[config.mk]
export PLATFORM = sky130hd
export DESIGN_NAME = gdt_bank
export DESIGN_NICKNAME = d
export VERILOG_FILES = /design/src/logic/gdt_pkg.sv /design/src/logic/gdt_timer_if.sv /design/src/logic/gdt_timer.sv /design/src/logic/gdt_bank.sv
export SDC_FILE = /design/constraint.sdc
export NUM_CORES = 1
export LEC_CHECK = 0
export BUFFER_PORTS_ARGS = -buffer_cell sky130_fd_sc_hd__buf_4
export CAP_MARGIN = 20
export CORE_MARGIN = 1
export CORE_UTILIZATION = 50
export CTS_BUF_LIST = sky130_fd_sc_hd__clkbuf_2 sky130_fd_sc_hd__clkbuf_4 sky130_fd_sc_hd__clkbuf_8
export CTS_CLUSTER_DIAMETER = 120
export DETAILED_ROUTE_END_ITERATION = 12
export HOLD_SLACK_MARGIN = 0.12
export PLACE_DENSITY = 0.69
export SYNTH_ARGS = -nofsm -noshare
export SYNTH_HDL_FRONTEND = slang
export SYNTH_SLANG_ARGS = --single-unit
[constraint.sdc]
create_clock -name clk -period 5.2 [get_ports clk]
set_input_delay 0.26 -clock clk [delete_from_list [all_inputs] [get_ports clk]]
set_output_delay 0.26 -clock clk [all_outputs]
set_load 0.01 [all_outputs]
[src/logic/gdt_pkg.sv]
// Shared constants, register map and helper functions for the gated delay timer bank
package gdt_pkg;

  localparam int CLK_HZ         = 50_000_000;
  localparam int REF_HZ         = 250_000;
  localparam int REF_DIV_CYCLES = CLK_HZ / REF_HZ;

  localparam int ADDR_W = 8;
  localparam logic [ADDR_W-1:0] CTRL_OFFSET      = 8'h00;
  localparam logic [ADDR_W-1:0] STATUS_OFFSET    = 8'h04;
  localparam logic [ADDR_W-1:0] TIMER_CFG_OFFSET = 8'h10;

  localparam int CTRL_REF_SEL_BIT = 0;
  localparam int CTRL_MODE_BIT    = 1;
  localparam int CTRL_SDIV_LSB    = 2;
  localparam int SDIV_SEL_W       = 3;
  localparam int TCFG_CNT_LSB     = 0;
  localparam int CNT_SEL_W        = 3;
  localparam int TCFG_PDIV_LSB    = 4;
  localparam int PDIV_SEL_W       = 4;
  localparam int TCFG_COUNT_LSB   = 16;
  localparam int STATUS_GATE_LSB  = 16;

  localparam logic [31:0] CTRL_RESET      = 32'h0000_0000;
  localparam logic [31:0] TIMER_CFG_RESET = 32'h0000_0000;

  localparam int CNT_W      = 9;
  localparam int SDIV_CNT_W = 9;
  localparam int PDIV_CNT_W = 15;
  localparam int MAX_TIMERS = 16;

  localparam logic [CNT_W-1:0]      SHARED_CNT_MIN = 9'h002;
  localparam logic [CNT_W-1:0]      PER_CNT_MIN    = 9'h008;
  localparam logic [SDIV_CNT_W-1:0] SHARED_DIV_MIN = 9'h004;
  localparam logic [PDIV_CNT_W-1:0] PER_DIV_MIN    = 15'h0001;

  localparam logic [1:0] RESP_OKAY   = 2'h0;
  localparam logic [1:0] RESP_SLVERR = 2'h2;

  function automatic logic [CNT_W-1:0] gdt_count_value(input logic per_mode, input logic [CNT_SEL_W-1:0] sel);
    if (per_mode) begin
      gdt_count_value = PER_CNT_MIN + {6'h00, sel};
    end else begin
      gdt_count_value = SHARED_CNT_MIN << sel;
    end
  endfunction : gdt_count_value

  function automatic logic [SDIV_CNT_W-1:0] gdt_shared_div_last(input logic [SDIV_SEL_W-1:0] sel);
    gdt_shared_div_last = (SHARED_DIV_MIN << sel) - 9'h001;
  endfunction : gdt_shared_div_last

  function automatic logic [PDIV_CNT_W-1:0] gdt_per_div_last(input logic [PDIV_SEL_W-1:0] sel);
    gdt_per_div_last = (PER_DIV_MIN << sel) - 15'h0001;
  endfunction : gdt_per_div_last

endpackage : gdt_pkg

[src/logic/gdt_timer_if.sv]
// Carrier between the bank controller and its timer slices
`timescale 1ns/1ps
interface gdt_timer_if #(parameter int N = 4);
  logic                                shared_tick;
  logic                                ref_tick;
  logic                                per_mode;
  logic [N-1:0]                        gate;
  logic [N-1:0][gdt_pkg::CNT_SEL_W-1:0]  cnt_sel;
  logic [N-1:0][gdt_pkg::PDIV_SEL_W-1:0] pdiv_sel;
  logic [N-1:0]                        tc;
  logic [N-1:0][gdt_pkg::CNT_W-1:0]      count;

  modport bank  (output shared_tick, ref_tick, per_mode, gate, cnt_sel, pdiv_sel, input tc, count);
  modport timer (input shared_tick, ref_tick, per_mode, gate, cnt_sel, pdiv_sel, output tc, count);
endinterface : gdt_timer_if

[src/logic/gdt_timer.sv]
// One gated down-counting delay timer with its own optional prescaler
`timescale 1ns/1ps
module gdt_timer #(
  parameter int IDX = 0,
  parameter int N   = 4
) (
  input wire logic    clk,
  input wire logic    rst_n,
  gdt_timer_if.timer  tif
);
  import gdt_pkg::*;

  logic [PDIV_CNT_W-1:0] pdiv_cnt;
  logic                  per_tick;
  logic                  tick;
  logic                  gate;
  logic [CNT_W-1:0]      load;

  initial begin
    if (IDX < 0 || IDX >= N) begin
      $error("gdt_timer: IDX out of range");
    end
  end

  assign gate = tif.gate[IDX];
  assign load = gdt_count_value(tif.per_mode, tif.cnt_sel[IDX]);
  assign per_tick = tif.ref_tick && (pdiv_cnt >= gdt_per_div_last(tif.pdiv_sel[IDX]));
  // Prescaler runs free so a gate edge lands anywhere in the period
  assign tick = tif.per_mode ? per_tick : tif.shared_tick;

  always_ff @(posedge clk) begin
    if (!rst_n) begin
      pdiv_cnt <= '0;
    end else if (tif.ref_tick) begin
      if (per_tick) begin
        pdiv_cnt <= '0;
      end else begin
        pdiv_cnt <= pdiv_cnt + 15'h0001;
      end
    end
  end

  always_ff @(posedge clk) begin
    if (!rst_n) begin
      tif.count[IDX] <= '0;
    end else if (!gate) begin
      tif.count[IDX] <= load;
    end else if (tick && tif.count[IDX] != '0) begin
      tif.count[IDX] <= tif.count[IDX] - 9'h001;
    end
  end

  always_ff @(posedge clk) begin
    if (!rst_n) begin
      tif.tc[IDX] <= 1'b0;
    end else if (!gate) begin
      tif.tc[IDX] <= 1'b0;
    end else if (tif.count[IDX] == '0 || (tick && tif.count[IDX] == 9'h001)) begin
      tif.tc[IDX] <= 1'b1;
    end
  end

endmodule : gdt_timer

[src/logic/gdt_bank.sv]
// Top of the gated delay timer bank: reference selection, shared prescaler, AXI4-Lite registers
`timescale 1ns/1ps
module gdt_bank #(
  parameter int NUM_TIMERS = 4
) (
  input  wire logic                      clk,
  input  wire logic                      rst_n,
  input  wire logic [gdt_pkg::ADDR_W-1:0] s_axi_awaddr,
  input  wire logic                      s_axi_awvalid,
  output logic                           s_axi_awready,
  input  wire logic [31:0]               s_axi_wdata,
  input  wire logic [3:0]                s_axi_wstrb,
  input  wire logic                      s_axi_wvalid,
  output logic                           s_axi_wready,
  output logic [1:0]                     s_axi_bresp,
  output logic                           s_axi_bvalid,
  input  wire logic                      s_axi_bready,
  input  wire logic [gdt_pkg::ADDR_W-1:0] s_axi_araddr,
  input  wire logic                      s_axi_arvalid,
  output logic                           s_axi_arready,
  output logic [31:0]                    s_axi_rdata,
  output logic [1:0]                     s_axi_rresp,
  output logic                           s_axi_rvalid,
  input  wire logic                      s_axi_rready,
  input  wire logic                      ext_ref_clk,
  input  wire logic [NUM_TIMERS-1:0]     timer_gate,
  output logic [NUM_TIMERS-1:0]          timer_done
);
  import gdt_pkg::*;

  initial begin
    if (NUM_TIMERS < 1 || NUM_TIMERS > MAX_TIMERS) begin
      $error("gdt_bank: NUM_TIMERS must be 1 to 16");
    end
  end

  gdt_timer_if #(.N(NUM_TIMERS)) tif ();

  // Configuration registers
  logic [31:0] ctrl;
  logic [NUM_TIMERS-1:0][CNT_SEL_W-1:0]  cnt_sel;
  logic [NUM_TIMERS-1:0][PDIV_SEL_W-1:0] pdiv_sel;

  // Reference selection and prescaler state
  logic [7:0]            int_div_cnt;
  logic                  int_tick;
  logic                  ext_sync1;
  logic                  ext_sync2;
  logic                  ext_prev;
  logic                  ext_tick;
  logic                  ref_tick;
  logic [SDIV_CNT_W-1:0] sdiv_cnt;
  logic                  shared_tick;

  // Gate synchronisers
  logic [NUM_TIMERS-1:0] gate_sync1;
  logic [NUM_TIMERS-1:0] gate_sync2;

  // Bus state
  logic                  aw_held;
  logic                  w_held;
  logic [ADDR_W-1:0]     aw_addr;
  logic [31:0]           w_data;
  logic [3:0]            w_strb;
  logic                  do_write;

  localparam logic [7:0] INT_DIV_LAST = 8'(REF_DIV_CYCLES - 1);

  initial begin
    if (REF_DIV_CYCLES < 1 || REF_DIV_CYCLES > 256) begin
      $error("gdt_bank: reference divider does not fit its counter");
    end
  end

  function automatic logic [31:0] merge_strb(input logic [31:0] old, input logic [31:0] data,
                                             input logic [3:0] strb);
    logic [31:0] res;
    res = old;
    for (int b = 0; b < 4; b++) begin
      if (strb[b]) begin
        res[b*8 +: 8] = data[b*8 +: 8];
      end
    end
    merge_strb = res;
  endfunction : merge_strb

  function automatic int timer_index(input logic [ADDR_W-1:0] addr);
    timer_index = (int'(addr) - int'(TIMER_CFG_OFFSET)) / 4;
  endfunction : timer_index

  function automatic logic is_timer_addr(input logic [ADDR_W-1:0] addr);
    is_timer_addr = (addr >= TIMER_CFG_OFFSET) && (addr[1:0] == 2'h0)
                    && (timer_index(addr) < NUM_TIMERS);
  endfunction : is_timer_addr

  // Internal 250 kHz reference as a one-cycle enable
  always_ff @(posedge clk) begin
    if (!rst_n) begin
      int_div_cnt <= '0;
    end else if (int_div_cnt == INT_DIV_LAST) begin
      int_div_cnt <= '0;
    end else begin
      int_div_cnt <= int_div_cnt + 8'h01;
    end
  end
  assign int_tick = (int_div_cnt == INT_DIV_LAST);

  // External reference: two flops, then rising edge detect on the clean copy
  always_ff @(posedge clk) begin
    if (!rst_n) begin
      ext_sync1 <= 1'b0;
      ext_sync2 <= 1'b0;
      ext_prev  <= 1'b0;
    end else begin
      ext_sync1 <= ext_ref_clk;
      ext_sync2 <= ext_sync1;
      ext_prev  <= ext_sync2;
    end
  end
  // External clock must stay below a quarter of clk for clean edge detection
  assign ext_tick = ext_sync2 && !ext_prev;

  assign ref_tick = ctrl[CTRL_REF_SEL_BIT] ? ext_tick : int_tick;

  // Shared prescaler, divide by 4 to 512
  always_ff @(posedge clk) begin
    if (!rst_n) begin
      sdiv_cnt <= '0;
    end else if (ref_tick) begin
      if (shared_tick) begin
        sdiv_cnt <= '0;
      end else begin
        sdiv_cnt <= sdiv_cnt + 9'h001;
      end
    end
  end
  // Compare with >= so a smaller ratio written mid-count wraps at once
  assign shared_tick = ref_tick && (sdiv_cnt >= gdt_shared_div_last(ctrl[CTRL_SDIV_LSB +: SDIV_SEL_W]));

  // Gates arrive from outside logic, synchronise before use
  always_ff @(posedge clk) begin
    if (!rst_n) begin
      gate_sync1 <= '0;
      gate_sync2 <= '0;
    end else begin
      gate_sync1 <= timer_gate;
      gate_sync2 <= gate_sync1;
    end
  end

  assign tif.shared_tick = shared_tick;
  assign tif.ref_tick    = ref_tick;
  assign tif.per_mode    = ctrl[CTRL_MODE_BIT];
  assign tif.gate        = gate_sync2;
  assign tif.cnt_sel     = cnt_sel;
  assign tif.pdiv_sel    = pdiv_sel;

  for (genvar i = 0; i < NUM_TIMERS; i++) begin : g_timer
    gdt_timer #(
      .IDX (i),
      .N   (NUM_TIMERS)
    ) u_timer (
      .clk   (clk),
      .rst_n (rst_n),
      .tif   (tif.timer)
    );
  end

  assign timer_done = tif.tc;

  // AXI4-Lite write: address and data taken in either order
  assign s_axi_awready = !aw_held && !s_axi_bvalid;
  assign s_axi_wready  = !w_held && !s_axi_bvalid;
  assign do_write      = aw_held && w_held && !s_axi_bvalid;

  always_ff @(posedge clk) begin
    if (!rst_n) begin
      aw_held <= 1'b0;
      aw_addr <= '0;
    end else if (s_axi_awvalid && s_axi_awready) begin
      aw_held <= 1'b1;
      aw_addr <= s_axi_awaddr;
    end else if (do_write) begin
      aw_held <= 1'b0;
    end
  end

  always_ff @(posedge clk) begin
    if (!rst_n) begin
      w_held <= 1'b0;
      w_data <= '0;
      w_strb <= '0;
    end else if (s_axi_wvalid && s_axi_wready) begin
      w_held <= 1'b1;
      w_data <= s_axi_wdata;
      w_strb <= s_axi_wstrb;
    end else if (do_write) begin
      w_held <= 1'b0;
    end
  end

  always_ff @(posedge clk) begin
    if (!rst_n) begin
      s_axi_bvalid <= 1'b0;
      s_axi_bresp  <= RESP_OKAY;
    end else if (do_write) begin
      s_axi_bvalid <= 1'b1;
      if (aw_addr == CTRL_OFFSET || is_timer_addr(aw_addr)) begin
        s_axi_bresp <= RESP_OKAY;
      end else begin
        s_axi_bresp <= RESP_SLVERR;
      end
    end else if (s_axi_bvalid && s_axi_bready) begin
      s_axi_bvalid <= 1'b0;
    end
  end

  // Only the select fields are writable; other bits except the timer count field read back as zero
  always_ff @(posedge clk) begin
    if (!rst_n) begin
      ctrl <= CTRL_RESET;
    end else if (do_write && aw_addr == CTRL_OFFSET) begin
      ctrl <= merge_strb(ctrl, w_data, w_strb) & 32'h0000_001f;
    end
  end

  always_ff @(posedge clk) begin
    logic [31:0] cfg;
    cfg = '0;
    if (!rst_n) begin
      for (int t = 0; t < NUM_TIMERS; t++) begin
        cnt_sel[t]  <= TIMER_CFG_RESET[TCFG_CNT_LSB +: CNT_SEL_W];
        pdiv_sel[t] <= TIMER_CFG_RESET[TCFG_PDIV_LSB +: PDIV_SEL_W];
      end
    end else if (do_write && is_timer_addr(aw_addr)) begin
      for (int t = 0; t < NUM_TIMERS; t++) begin
        if (timer_index(aw_addr) == t) begin
          cfg = {24'h000000, pdiv_sel[t], 1'b0, cnt_sel[t]};
          cfg = merge_strb(cfg, w_data, w_strb);
          cnt_sel[t]  <= cfg[TCFG_CNT_LSB +: CNT_SEL_W];
          pdiv_sel[t] <= cfg[TCFG_PDIV_LSB +: PDIV_SEL_W];
        end
      end
    end
  end

  // AXI4-Lite read, one outstanding
  assign s_axi_arready = !s_axi_rvalid;

  always_ff @(posedge clk) begin
    if (!rst_n) begin
      s_axi_rvalid <= 1'b0;
      s_axi_rdata  <= '0;
      s_axi_rresp  <= RESP_OKAY;
    end else if (s_axi_arvalid && s_axi_arready) begin
      s_axi_rvalid <= 1'b1;
      s_axi_rresp  <= RESP_OKAY;
      s_axi_rdata  <= '0;
      if (s_axi_araddr == CTRL_OFFSET) begin
        s_axi_rdata <= ctrl;
      end else if (s_axi_araddr == STATUS_OFFSET) begin
        s_axi_rdata[NUM_TIMERS-1:0] <= tif.tc;
        s_axi_rdata[STATUS_GATE_LSB +: NUM_TIMERS] <= gate_sync2;
      end else if (is_timer_addr(s_axi_araddr)) begin
        for (int t = 0; t < NUM_TIMERS; t++) begin
          if (timer_index(s_axi_araddr) == t) begin
            s_axi_rdata[TCFG_CNT_LSB +: CNT_SEL_W]   <= cnt_sel[t];
            s_axi_rdata[TCFG_PDIV_LSB +: PDIV_SEL_W] <= pdiv_sel[t];
            s_axi_rdata[TCFG_COUNT_LSB +: CNT_W]     <= tif.count[t];
          end
        end
      end else begin
        s_axi_rresp <= RESP_SLVERR;
      end
    end else if (s_axi_rvalid && s_axi_rready) begin
      s_axi_rvalid <= 1'b0;
    end
  end

endmodule : gdt_bank

### Word level (Yosys, flattened, before mapping)

Cells that the tools add are included.

* input port bits: 64
* bits in registers: 203
* bits in latches: 0
* bits in read-only memories: 0
* memory bits (writable): 0
* word-level logic and storage cells: 222
* memories: 0
* output and inout port bits: 45

* $lt $le $gt $ge: 9
* mux-type cells: 55
* multipliers: 0
* shift-type cells: 9
* $add $sub $neg: 23
* divide/modulo/power cells: 0
* bitwise gates (word level): 3
* eq/ne operators: 16
* reduce and logical (&&, ||, !) cells: 69

Operators with widths (number)
* two-way mux 9 bit: 19
* equality test 32 x 3 -> 1 bit, second input constant: 4
* adder 32 x 1 -> 32 bit: 2
* equality test 32 x 2 -> 1 bit, second input constant: 2
* logical NOT 32 bit: 2
* < comparator 32 x 4 -> 1 bit, second input constant: 2
* adder 15 x 1 -> 15 bit, second input constant: 4
* >= comparator 15 bit: 4
* two-way mux 15 bit: 4
* << shifter 1 x 4 -> 15 bit, first input constant: 4
* subtractor 15 x 1 -> 15 bit, second input constant: 4
* subtractor 9 x 1 -> 9 bit, second input constant: 5
* equality test 9 x 1 -> 1 bit, second input constant: 4
* logical NOT 9 bit: 4
* nonzero test 9 bit: 4
* << shifter 2 x 3 -> 9 bit, first input constant: 4
* logical AND 1 bit: 29
* two-way mux 4 bit: 7
* adder 4 x 3 -> 5 bit, first input constant: 4
* two-way mux 3 bit: 6
* subtractor 8 x 5 -> 9 bit, second input constant: 2
* >= comparator 8 x 5 -> 1 bit, second input constant: 2
* logical NOT 8 bit: 2
* two-way mux 1 bit: 13
* other kinds (19): 47

### Logic depth before layout (Yosys ltp)

Gate-level depths: netlist (run 1).

* depth in word-level cells: 12
* mapped depth: 18
* mapped depth without buffers: 16

### Worst setup path after synthesis (run 1)

No wires, ideal clock.

* path kind: reg2reg
* start point: register aw_addr[4]
* end point: register cnt_sel[10] (netlist name)
* arrival time: 3.657 ns
* cell stages (with the launch flop): 17
* setup slack: 1.427 ns
* clock period less this slack: 3.773 ns
* required time: 5.084 ns
* setup time: 0.116 ns
* buffers on the path: 1
* path through: dfxtp_1 > buf_6 > inv_1 > ha_1 > nand2_1 > nor2_1 > ha_1 > and4bb_4 > nand3_1 > ha_1 > or4_1 > nor4_1 > nor4bb_1 > nand4_1 > nor4_4 > mux2i_1 > nor2b_1

* longest elaborated chain between the ends: 7
* elaborated cells on any way between the ends: 10
* classes of those cells: add/sub (2); order compare (2); eq/ne (1); bitwise (1); reduce/logical (4)

Ends and longest elaborated chain
* start, declared: RTL line gdt_bank.sv:62 `logic [ADDR_W-1:0] aw_addr;`
* start signal, assigned: RTL line gdt_bank.sv:182 `aw_addr <= s_axi_awaddr;`
* subtractor 8 x 5 -> 9 bit: RTL line gdt_bank.sv:88 `timer_index = (int'(addr) - int'(TIMER_CFG_OFFSET)) / 4;`
* AND 1 bit (no source line)
* adder 32 x 1 -> 32 bit (no source line)
* < comparator 32 x 4 -> 1 bit: RTL line gdt_bank.sv:93 `&& (timer_index(addr) < NUM_TIMERS);`
* logical AND 1 bit: RTL line gdt_bank.sv:93
* logical AND 1 bit: RTL line gdt_bank.sv:235 `end else if (do_write && is_timer_addr(aw_addr)) begin`
* AND reduction 3 bit (no source line) (*)
* end signal, assigned by index: RTL line gdt_bank.sv:232 `cnt_sel[t] <= TIMER_CFG_RESET[TCFG_CNT_LSB +: CNT_SEL_W];`
* end signal, assigned by index: RTL line gdt_bank.sv:240 `cnt_sel[t] <= cfg[TCFG_CNT_LSB +: CNT_SEL_W];`
* end, declared: RTL line gdt_bank.sv:41 `logic [NUM_TIMERS-1:0][CNT_SEL_W-1:0] cnt_sel;`

Mark *: on every way between the ends. The rest lies on a longest branch, timed or not.
A chain may end at the register's enable or synchronous reset.

### Worst setup path after layout (run 1)

* start point: register pdiv_sel[14] (netlist name)
* end point: register, netlist name g_timer[3].u_timer.tif.count[30]

* longest elaborated chain between the ends: 7

Ends and longest elaborated chain
* start, declared: RTL line gdt_bank.sv:42 `logic [NUM_TIMERS-1:0][PDIV_SEL_W-1:0] pdiv_sel;`
* start signal, assigned by index: RTL line gdt_bank.sv:233 `pdiv_sel[t] <= TIMER_CFG_RESET[TCFG_PDIV_LSB +: PDIV_SEL_W];`
* start signal, assigned by index: RTL line gdt_bank.sv:241 `pdiv_sel[t] <= cfg[TCFG_PDIV_LSB +: PDIV_SEL_W];`
* << shifter 1 x 4 -> 15 bit: RTL line gdt_pkg.sv:53 `gdt_per_div_last = (PER_DIV_MIN << sel) - 15'h0001;`
* subtractor 15 x 1 -> 15 bit: RTL line gdt_pkg.sv:53
* >= comparator 15 bit: RTL line gdt_timer.sv:27 `assign per_tick = tif.ref_tick && (pdiv_cnt >= gdt_per_div_last(tif.pdiv_sel[IDX]));`
* logical AND 1 bit: RTL line gdt_timer.sv:27
* two-way mux 1 bit: RTL line gdt_timer.sv:29 `assign tick = tif.per_mode ? per_tick : tif.shared_tick;`
* logical AND 1 bit: RTL line gdt_timer.sv:48 `end else if (tick && tif.count[IDX] != '0) begin`
* != test 2 x 1 -> 1 bit (no source line)

No other way between the ends.

==> metrics.yaml, run 1 <==
drv.max_cap_violation_count: 0
synth_ff_type: "dfxtp_1"
rsz0062_at_grt: "no"
fp.dieArea_sq_um: 27100
finalHoldViolations: 0
worstSetupEndpointType: "register"
synthArstFlopShare_pct: 0
synth-edff-count: 0
synth_seq_cells: 201
grt_start_max_net_pins: 88
yosys.area.top_type: "dfxtp_1"
drive_gt1_share_pct: 11.2
hold_ws_ns: 0.227
grt_pass1_wl_mm: 53.8
worst_pin_slew_ns: 1.08
drtIter0Drc: 832
gp_routability_congestion: 0.879
critPathArrivalTime_ns: 4.94
final_cells: 2029
placementRows: 59
clkTransAtPathRegs_ns: 0.06
cts_tree: "done"
drt-total-wl_mm: 32.7
yosys.area.top_type_share_pct: 30.4
nets: 1845
num_vias: 11800
tns_ns: 0
htreeDepth: 2
hold_class: "input port to register"
peakVddDrop_mv: 0.183
slew_headroom_pct: 27.9
fin_crit_sh_pct: 86.6
pin_count: 109
clockRootBuffer: "clkbuf_8"
core_area_sq_um: 26000
path_max_fanout: 13
cts_resized: 0
grt_pass1_vias: 11000
synth_area_leaders: "dfxtp_1, ha_1, nand2_1"
n_antenna_cell: 0
layout_commonest_cell: "dfxtp_1"
yosysUniqueCellTypes: 76
cts_buffer_depth: 3
die_h_um: 165
hpwl_mm: 23.3
antenna_found_initial: 0
synthCells: 1619
synthesis.area_sq_um: 13200
wl_per_cell_um: 16.1
power_density_nw_per_um2: 236
setup_violations: 0
initial_utilization_pct: 50.9
final_cell_mix: "dfxtp_1, nand2_1, nor2_1"
outcome: "completed"
die_w_um: 165
dp_cells: 1937
syn_avg_cell_area_sq_um: 8.17
grt-ovfl-total: 0
via_per_inst: 5.81
ys_warn_count: 0
worstSetupStartpointType: "register"
maxSlewViolCount: 0
area_growth_pct: 11.9
cts_sinks: 201
first_pass_iters: 5
crit_required_ns: 5.63
cts_buffers: 38
gr-usage-all-layers_pct: 24.4
power_leakage_nw: 5.93
port_buffers: 64
fin_skew_ns: 0.0279
drc: 0
clock_latency_ns: 0.54
fmax_mhz: 222
period_minus_slack_ns: 4.50
worst-setup-path-type: "register to register"
ant_nets: 0
ys_seq_area_share_pct: 30.4
[kinds of logic after synthesis]
group           count (synthesis)  share of synthesized area, %
xor+xnor                       78                          5.22
other cells                     1                        0.0283
mux                            68                          5.87
compound gates                334                          16.8
flops                         201                          30.4
fa+ha+maj                     113                          10.7
buf+inv                       149                          4.90
simple gates                  675                          26.0
[final cells by class]
class	count	area (sq um)
clock inverter	7	37.5
sequential	201	4020
timing repair buffer	100	815
inverter	42	158
fill	2440	11200
clock buffer	59	737
tap	335	419
multi-input combinational	1285	8620
[where the power goes]
part,switching [mW],internal [mW]
Clock,0.675,0.899
Combinational,0.177,0.136
Sequential,0.0360,1.57
[Yosys cell counts, types with 5 or more instances]
| cell | instances |
|---|---|
| xnor2_1 | 24 |
| o21ai_0 | 66 |
| and2_1 | 24 |
| mux2i_1 | 45 |
| inv_1 | 42 |
| or4_1 | 7 |
| nand3_1 | 56 |
| nand3b_1 | 11 |
| clkbuf_1 | 78 |
| or2_2 | 9 |
| and3_1 | 29 |
| nand4_1 | 39 |
| buf_1 | 7 |
| nor3b_1 | 6 |
| o31ai_1 | 14 |
| and4_1 | 11 |
| nor2_1 | 159 |
| o21a_1 | 17 |
| mux4_2 | 6 |
| nor4b_1 | 5 |
| a211oi_1 | 11 |
| a21o_1 | 12 |
| a21oi_1 | 74 |
| buf_4 | 17 |
| a31oi_1 | 8 |
| o221ai_1 | 8 |
| o211ai_1 | 17 |
| nor4_1 | 11 |
| dfxtp_1 | 201 |
| o22ai_1 | 13 |
| o2bb2ai_1 | 5 |
| nand2_1 | 171 |
| a22o_1 | 8 |
| xor2_1 | 53 |
| ha_1 | 113 |
| nor2b_1 | 53 |
| or3_1 | 17 |
| a21boi_0 | 23 |
| a22oi_1 | 9 |
| nand2b_1 | 18 |
| mux2_2 | 17 |
| o22a_1 | 7 |
| nor3_1 | 33 |
[metal layers]
layer | wire, um | up-vias | track usage, %
met5 | 0 | - | 0
met4 | 1260 | 0 | 10.6
met3 | 1540 | 85 | 3.54
met2 | 15100 | 300 | 39.8
met1 | 14800 | 5508 | 32.0
li1 | - | 5893 | -
[worst paths after layout]
check / start / end / slack (ns) / cells after the start
max: pdiv_sel[14] / g_timer[3].u_timer.tif.count[30] / 0.70 / 17
min: s_axi_awvalid / aw_addr[5] / 0.23 / 4
min reg2reg: gate_sync1[3] / gate_sync2[3] / 0.43 / 1
max reg2reg: pdiv_sel[14] / g_timer[3].u_timer.tif.count[30] / 0.70 / 17
[registers in the layout, summed over array words and instances (netlist names), 4 cells and up]
| name | flops |
|---|---|
| g_timer.u_timer.pdiv_cnt | 60 |
| g_timer.u_timer.tif.count | 36 |
| s_axi_rdata | 17 |
| pdiv_sel | 16 |
| cnt_sel | 12 |
| sdiv_cnt | 9 |
| aw_addr | 8 |
| int_div_cnt | 8 |
| w_data | 8 |
| ctrl | 5 |
| g_timer.u_timer.tif.tc | 4 |
| gate_sync1 | 4 |
| gate_sync2 | 4 |
[per-stage QoR]
stage | utilization, % | cell area, sq um | setup slack, ns | power, mW
after global placement | 53.0 | 13800 | 0.626 | 1.92
after floorplan | - | 13300 | 1.43 | 1.85
after global routing | 57.0 | 14800 | 0.310 | 3.64
final | 57.0 | 14800 | 0.696 | 3.49
after detailed placement | 53.0 | 13800 | 0.527 | 1.93
after CTS | 57.0 | 14800 | 0.531 | 3.53
[what timing repair did]
action                                 4_1_cts  5_1_grt
endpoints found under the hold margin       24        0
hold buffers                                25        0
buffers inserted                             0        0
[worst max-delay path: stages, from the launching register on]
cell and delay (ns):
dfxtp_1 0.42, nor2_1 0.31, nand3b_1 0.12, ha_1 0.36, or2_2 0.35, o21ai_0 0.15, a22o_1 0.14, a21oi_1 0.07
ha_1 0.30, and4_1 0.23, o211ai_1 0.10, a21o_1 0.16, a31o_2 0.21, a21oi_1 0.47, o21ai_0 0.35, clkbuf_2 0.26
and3_1 0.20, a31o_2 0.20
Power figures use the tool's default switching activity.
==> inputs of run 2 (changes only) <==
--- a/config.mk
+++ b/config.mk
@@ -7,13 +7,13 @@
 export LEC_CHECK = 0
 export BUFFER_PORTS_ARGS = -buffer_cell sky130_fd_sc_hd__buf_4
 export CAP_MARGIN = 20
-export CORE_MARGIN = 1
-export CORE_UTILIZATION = 50
+export CORE_MARGIN = 2
+export CORE_UTILIZATION = 63
 export CTS_BUF_LIST = sky130_fd_sc_hd__clkbuf_2 sky130_fd_sc_hd__clkbuf_4 sky130_fd_sc_hd__clkbuf_8
 export CTS_CLUSTER_DIAMETER = 120
 export DETAILED_ROUTE_END_ITERATION = 12
 export HOLD_SLACK_MARGIN = 0.12
-export PLACE_DENSITY = 0.69
+export PLACE_DENSITY = 0.83
 export SYNTH_ARGS = -nofsm -noshare
 export SYNTH_HDL_FRONTEND = slang
 export SYNTH_SLANG_ARGS = --single-unit
==> metrics.yaml, run 2 (same netlist as run 1, synthesis figures left out) <==
outcome: "completed"
worst_pin_slew_ns: 1.04
slew_headroom_pct: 30.4
tns_ns: 0
post-cts-setup-buffer-count: 0
post-place-ws_ns: 0.576
cts_sinks: 201
hold_class: "input port to register"
via_per_inst: 6.09
grt-ovfl-total: 0
finalHoldViolations: 0
switching_share_pct: 25.0
drive_gt1_share_pct: 10.8
r2r-start: "pdiv_sel[14]"
fmax_mhz: 220
power_leakage_nw: 5.90
grt_pass1_wl_mm: 53.6
final_util_pct: 70.7
area_growth_pct: 11.2
placementRows: 53
peakVddDrop_mv: 0.234
cts_buffers: 37
clkTransAtPathRegs_ns: 0.06
critPathArrivalTime_ns: 4.94
fin_skew_ns: 0.0170
drt-total-wl_mm: 32.6
period_minus_slack_ns: 4.54
multiInputGateArea_sq_um: 8620
largest_reg_flops: 60
port_buffers: 64
cts_resized: 0
startpoint: "pdiv_sel[14]"
r2r-end: "g_timer[3].u_timer.tif.count[32]"
final_cell_mix: "dfxtp_1, nand2_1, nor2_1"
drtIter0Drc: 825
hold_buffers: 25
nets: 1843
biggestRegsByFlops: "g_timer.u_timer.pdiv_cnt: 60 flops, g_timer.u_timer.tif.count: 36 flops, s_axi_rdata: 17 flops"
p_seq_share_pct: 45.9
cts_tree: "done"
p_sw_uw: 876
clkPwrFrac_pct: 45.1
worstSetupStartpointType: "register"
setup_violations: 0
critPathMaxStageDelay_ns: 0.51
num_vias: 12000
crit_end: "g_timer[3].u_timer.tif.count[32]"
path_depth: 17
top_register: "g_timer.u_timer.pdiv_cnt"
path_max_fanout: 13
fin_crit_sh_pct: 87.3
critical-path-slowest-cell: "a21oi_1"
core_area_sq_um: 20800
fp.dieArea_sq_um: 22200
gp_routability_congestion: 0.897
crit_required_ns: 5.60
setup_ws_ns: 0.660
grt_start_max_net_pins: 82
hpwl_mm: 22.8
worstSetupEndpointType: "register"
reg2reg_depth: 17
crit_family: "compound AO/OA/AOI/OAI gates"
maxSlewViolCount: 0
drc: 0
intPower_mw: 2.62
drv.max_cap_violation_count: 0
cts_buffer_depth: 3
ant_nets: 0
combPwrFrac_pct: 9.0
die_w_um: 149
antenna_found_initial: 0
clockRootBuffer: "clkbuf_8"
power_density_nw_per_um2: 238
first_pass_iters: 5
n_antenna_cell: 0
rsz0062_at_grt: "no"
wl_per_cell_um: 16.6
seq_area_sq_um: 4020
fillers: 1659
die_h_um: 149
crit_buf_inv: 1
initial_utilization_pct: 63.5
rrSetupSlack_ns: 0.66
htreeDepth: 2
grt_pass1_vias: 11200
worst-setup-path-type: "register to register"
pin_count: 109
gr-usage-all-layers_pct: 29.0
layout_commonest_cell: "dfxtp_1"
crit_chain: "nor2_1, nand2_1, ha_1, or2_2, o21ai_0, a22o_1, a21oi_1, ha_1, and4_1, o211ai_1, a21o_1, a31o_2, a21oi_1, o21ai_0, buf_2, nor4bb_1, nor3_1"
clock_latency_ns: 0.53
==> run 2: how the worst min path moves through the flow <==
stage                      end  depth (start not counted)       startpoint
2_1_floorplan        ext_sync1                          1      ext_ref_clk
3_3_place_gp     gate_sync2[1]                          1    gate_sync1[1]
3_5_place_dp         ext_sync2                          1        ext_sync1
4_1_cts             aw_addr[1]                          4    s_axi_awvalid
5_1_grt        s_axi_rdata[18]                          4  s_axi_araddr[2]
6_report       s_axi_rdata[18]                          4  s_axi_araddr[2]
==> run 2: worst reg2reg max path: cells and delay by family, from the launching register on <==
family,cells,cell delay [ns]
fa+ha+maj,2,0.67
flops,1,0.41
simple gates,6,1.41
compound gates,8,1.68
buf+inv,1,0.25
==> run 2: area by class of cell <==
class	count	share of cell area, %
Multi-Input combinational cell	1285	58.6
Sequential cell	201	27.3
Timing Repair Buffer	99	5.46
Clock buffer	56	4.86
Tap cell	275	2.34
Inverter	42	1.07
Clock inverter	5	0.374
==> run 2: power groups by stage <==
stage                     clock (mW)  sequential (mW)  combinational (mW)
after floorplan                    0             1.62               0.226
after global placement             0             1.64               0.282
after detailed placement           0             1.64               0.293
after CTS                       1.60             1.60               0.311
after global routing            1.67             1.61               0.348
final                           1.58             1.61               0.315
==> run 2: per-layer routing <==
layer	part of all wire (%)	global-route usage, %
met1	44	37.7
met2	48	48.3
met3	5.1	4.13
met4	3.3	12.0
met5	0	0
==> run 2: through the flow <==
stage | total power [mW] | area (sq um) | hold slack [ns] | instances
5_1_grt | 3.62 | 14700 | 0.251 | 1963
3_5_place_dp | 1.93 | 13700 | 0.421 | 1875
3_3_place_gp | 1.92 | 13700 | 0.416 | 1875
6_report | 3.50 | 14700 | 0.241 | 1963
4_1_cts | 3.52 | 14700 | 0.209 | 1961
2_1_floorplan | 1.85 | 13300 | 0.387 | 1635
==> inputs of run 3 (changes only) <==
--- a/config.mk
+++ b/config.mk
@@ -5,15 +5,16 @@
 export SDC_FILE = /design/constraint.sdc
 export NUM_CORES = 1
 export LEC_CHECK = 0
+export ABC_AREA = 1
 export BUFFER_PORTS_ARGS = -buffer_cell sky130_fd_sc_hd__buf_4
 export CAP_MARGIN = 20
 export CORE_MARGIN = 2
-export CORE_UTILIZATION = 63
+export CORE_UTILIZATION = 57
 export CTS_BUF_LIST = sky130_fd_sc_hd__clkbuf_2 sky130_fd_sc_hd__clkbuf_4 sky130_fd_sc_hd__clkbuf_8
 export CTS_CLUSTER_DIAMETER = 120
 export DETAILED_ROUTE_END_ITERATION = 12
 export HOLD_SLACK_MARGIN = 0.12
-export PLACE_DENSITY = 0.83
+export PLACE_DENSITY = 0.79
 export SYNTH_ARGS = -nofsm -noshare
 export SYNTH_HDL_FRONTEND = slang
 export SYNTH_SLANG_ARGS = --single-unit
==> constraint.sdc (replaced) <==
create_clock -name clk -period 3.8 [get_ports clk]
set_input_delay 0.19 -clock clk [delete_from_list [all_inputs] [get_ports clk]]
set_output_delay 0.19 -clock clk [all_outputs]
set_load 0.01 [all_outputs]
==> metrics.yaml, run 3 <==
outcome: "completed"
num_vias: 14200
syn_avg_cell_area_sq_um: 6.60
fillers: 2186
htreeDepth: 2
peakVddDrop_mv: 0.386
synth_compound_area_share_pct: 13.4
critPathMaxStageDelay_ns: 0.36
synthMuxAreaShare_pct: 0
hold_ws_ns: 0.194
synth_seq_cells: 201
gr-usage-all-layers_pct: 28.6
period_minus_slack_ns: 3.48
combPwrFrac_pct: 11.6
synth_common_cells: "nand2_1, nor2_1, inv_1"
power_density_nw_per_um2: 317
yosysMostFrequentCell: "nand2_1"
core_area_sq_um: 24200
crit_chain: "inv_2, ha_1, nand2_2, nor2_4, inv_2, nor2_2, ha_1, ha_1, nand2_1, inv_1, nand3_1, ha_1, nand4_1, nor2_1, nand3_1, nor2_1, nand3_1, nand2_1, nand3_4, nor2_4, buf_12, nand2_1, nand2_1, nor2_1"
grt_start_max_net_pins: 64
via_per_inst: 5.51
ys_seq_area_share_pct: 28.6
switching_share_pct: 26.6
port_buffers: 64
area_growth_pct: 13.4
worst_pin_slew_ns: 0.811
fin_crit_sh_pct: 91.5
synth_ff_type: "dfxtp_1"
yosys.area.top_type_share_pct: 28.6
setup_violations: 0
grt-ovfl-total: 0
drt-total-wl_mm: 37.6
maxSlewViolCount: 0
finalHoldViolations: 0
gp_routability_congestion: 0.969
die_w_um: 161
cts_buffers: 36
first_pass_iters: 5
grt_pass1_vias: 13100
dp_cells: 2477
clock_latency_ns: 0.54
slew_headroom_pct: 45.6
p_seq_share_pct: 43.6
clkTransAtPathRegs_ns: 0.07
nets: 2399
critPathArrivalTime_ns: 3.91
rrSetupSlack_ns: 0.32
ant_nets: 0
tns_ns: 0
clockRootBuffer: "clkbuf_8"
critical-path-slowest-cell: "dfxtp_1"
drtIter0Drc: 1210
final_cell_mix: "nand2_1, nor2_1, inv_1"
drive_gt1_share_pct: 10.4
wl_per_cell_um: 14.6
power_leakage_nw: 7.05
grt_pass1_wl_mm: 62.0
synth-adder-area-share_pct: 10.0
layout_commonest_cell: "nand2_1"
biggestRegsByFlops: "g_timer.u_timer.pdiv_cnt: 60 flops, g_timer.u_timer.tif.count: 36 flops, s_axi_rdata: 17 flops"
n_antenna_cell: 0
final_cells: 2569
intPower_mw: 3.72
initial_utilization_pct: 58.0
placementRows: 57
setup_ws_ns: 0.322
fmax_mhz: 288
cts_tree: "done"
synth_xor_area_share_pct: 4.46
pin_count: 109
post-place-ws_ns: 0.0863
synthCells: 2131
synth_top_family_by_area: "simple AND/OR/NAND/NOR gates"
crit_required_ns: 4.24
largest_reg_flops: 60
synthesis.area_sq_um: 14100
fin_skew_ns: 0.0160
p_sw_mw: 1.34
worstSetupEndpointType: "register"
fp.dieArea_sq_um: 26000
path_max_fanout: 13
synthSimpleGateAreaFrac_pct: 34.1
hpwl_mm: 27.7
yosysUniqueCellTypes: 57
antenna_found_initial: 0
seq_area_sq_um: 4030
synthArstFlopShare_pct: 0
drv.max_cap_violation_count: 0
multiInputGateArea_sq_um: 8830
cts_buffer_depth: 3
synth_area_leaders: "dfxtp_1, nand2_1, ha_1"
yosys.area.top_type: "dfxtp_1"
hold_class: "input port to register"
clkPwrFrac_pct: 44.8
ys_warn_count: 0
die_h_um: 161
rsz0062_at_grt: "no"
top_register: "g_timer.u_timer.pdiv_cnt"
worstSetupStartpointType: "register"
cts_sinks: 201
worst-setup-path-type: "register to register"
drc: 0
synth-edff-count: 0
## run 3: logic make-up (layout without fill, tap and decap cells)
kind of cell | Yosys count | in the layout
AOI/OAI and AO/OA | 341 | 341
xor gates and xnor gates | 70 | 70
adders and majority gates | 113 | 113
buffers and inverters | 317 | 415
DFF | 201 | 201
other | 1 | 17
and+or+nand+nor | 1088 | 1088
## run 3: area by class of cell
cell class / count / area share [%]
sequential: 201 / 25.3
clock inverter: 6 / 0.714
inverter: 235 / 5.53
clock buffer: 55 / 4.27
tap: 324 / 2.54
multi-input combinational: 1629 / 55.3
timing repair buffer: 119 / 6.34
## run 3: repair_timing
action	4_1_cts	5_1_grt
hold buffers	27	0
setup buffers	0	4
resized for setup	0	18
setup endpoints to repair	0	61
endpoints found under the hold margin	29	0
## run 3: layer usage
metal | global-route usage, % | vias to the layer above | share of wire (%)
li1 | - | 7166 | -
met1 | 35.8 | 6384 | 42
met2 | 48.7 | 489 | 47
met3 | 4.34 | 113 | 6.5
met4 | 13.2 | 0 | 4.4
met5 | 0 | - | 0
## run 3: critical path, delay by kind of cell, from the launching register on
kind / cells / cell delay [ns]
flops: 1 / 0.36
simple gates: 16 / 1.63
fa+ha+maj: 4 / 0.90
buf+inv: 4 / 0.46
## run 3: stage by stage
| step | util [%] | cell area (sq um) | power [mW] |
|---|---|---|---|
| after detailed placement | 60.9 | 14800 | 2.80 |
| after global placement | 60.9 | 14800 | 2.78 |
| final | 65.8 | 16000 | 5.06 |
| after global routing | 65.8 | 16000 | 5.28 |
| after CTS | 65.3 | 15800 | 5.08 |
| after floorplan | - | 14100 | 2.65 |
## run 3: final timing paths
check	endpoint	start	cells past startpoint
max reg2reg	cnt_sel[7]	aw_addr[4]	24
min	aw_held	s_axi_awvalid	3
min reg2reg	gate_sync2[0]	gate_sync1[0]	2
max	cnt_sel[7]	aw_addr[4]	24
## run 3: power by group through the flow
| stage | logic, mW | registers (mW) | clock network (mW) |
|---|---|---|---|
| final | 0.589 | 2.20 | 2.27 |
| after floorplan | 0.415 | 2.23 | 0 |
| after detailed placement | 0.550 | 2.25 | 0 |
| after CTS | 0.577 | 2.20 | 2.30 |
| after global placement | 0.535 | 2.25 | 0 |
| after global routing | 0.661 | 2.21 | 2.41 |
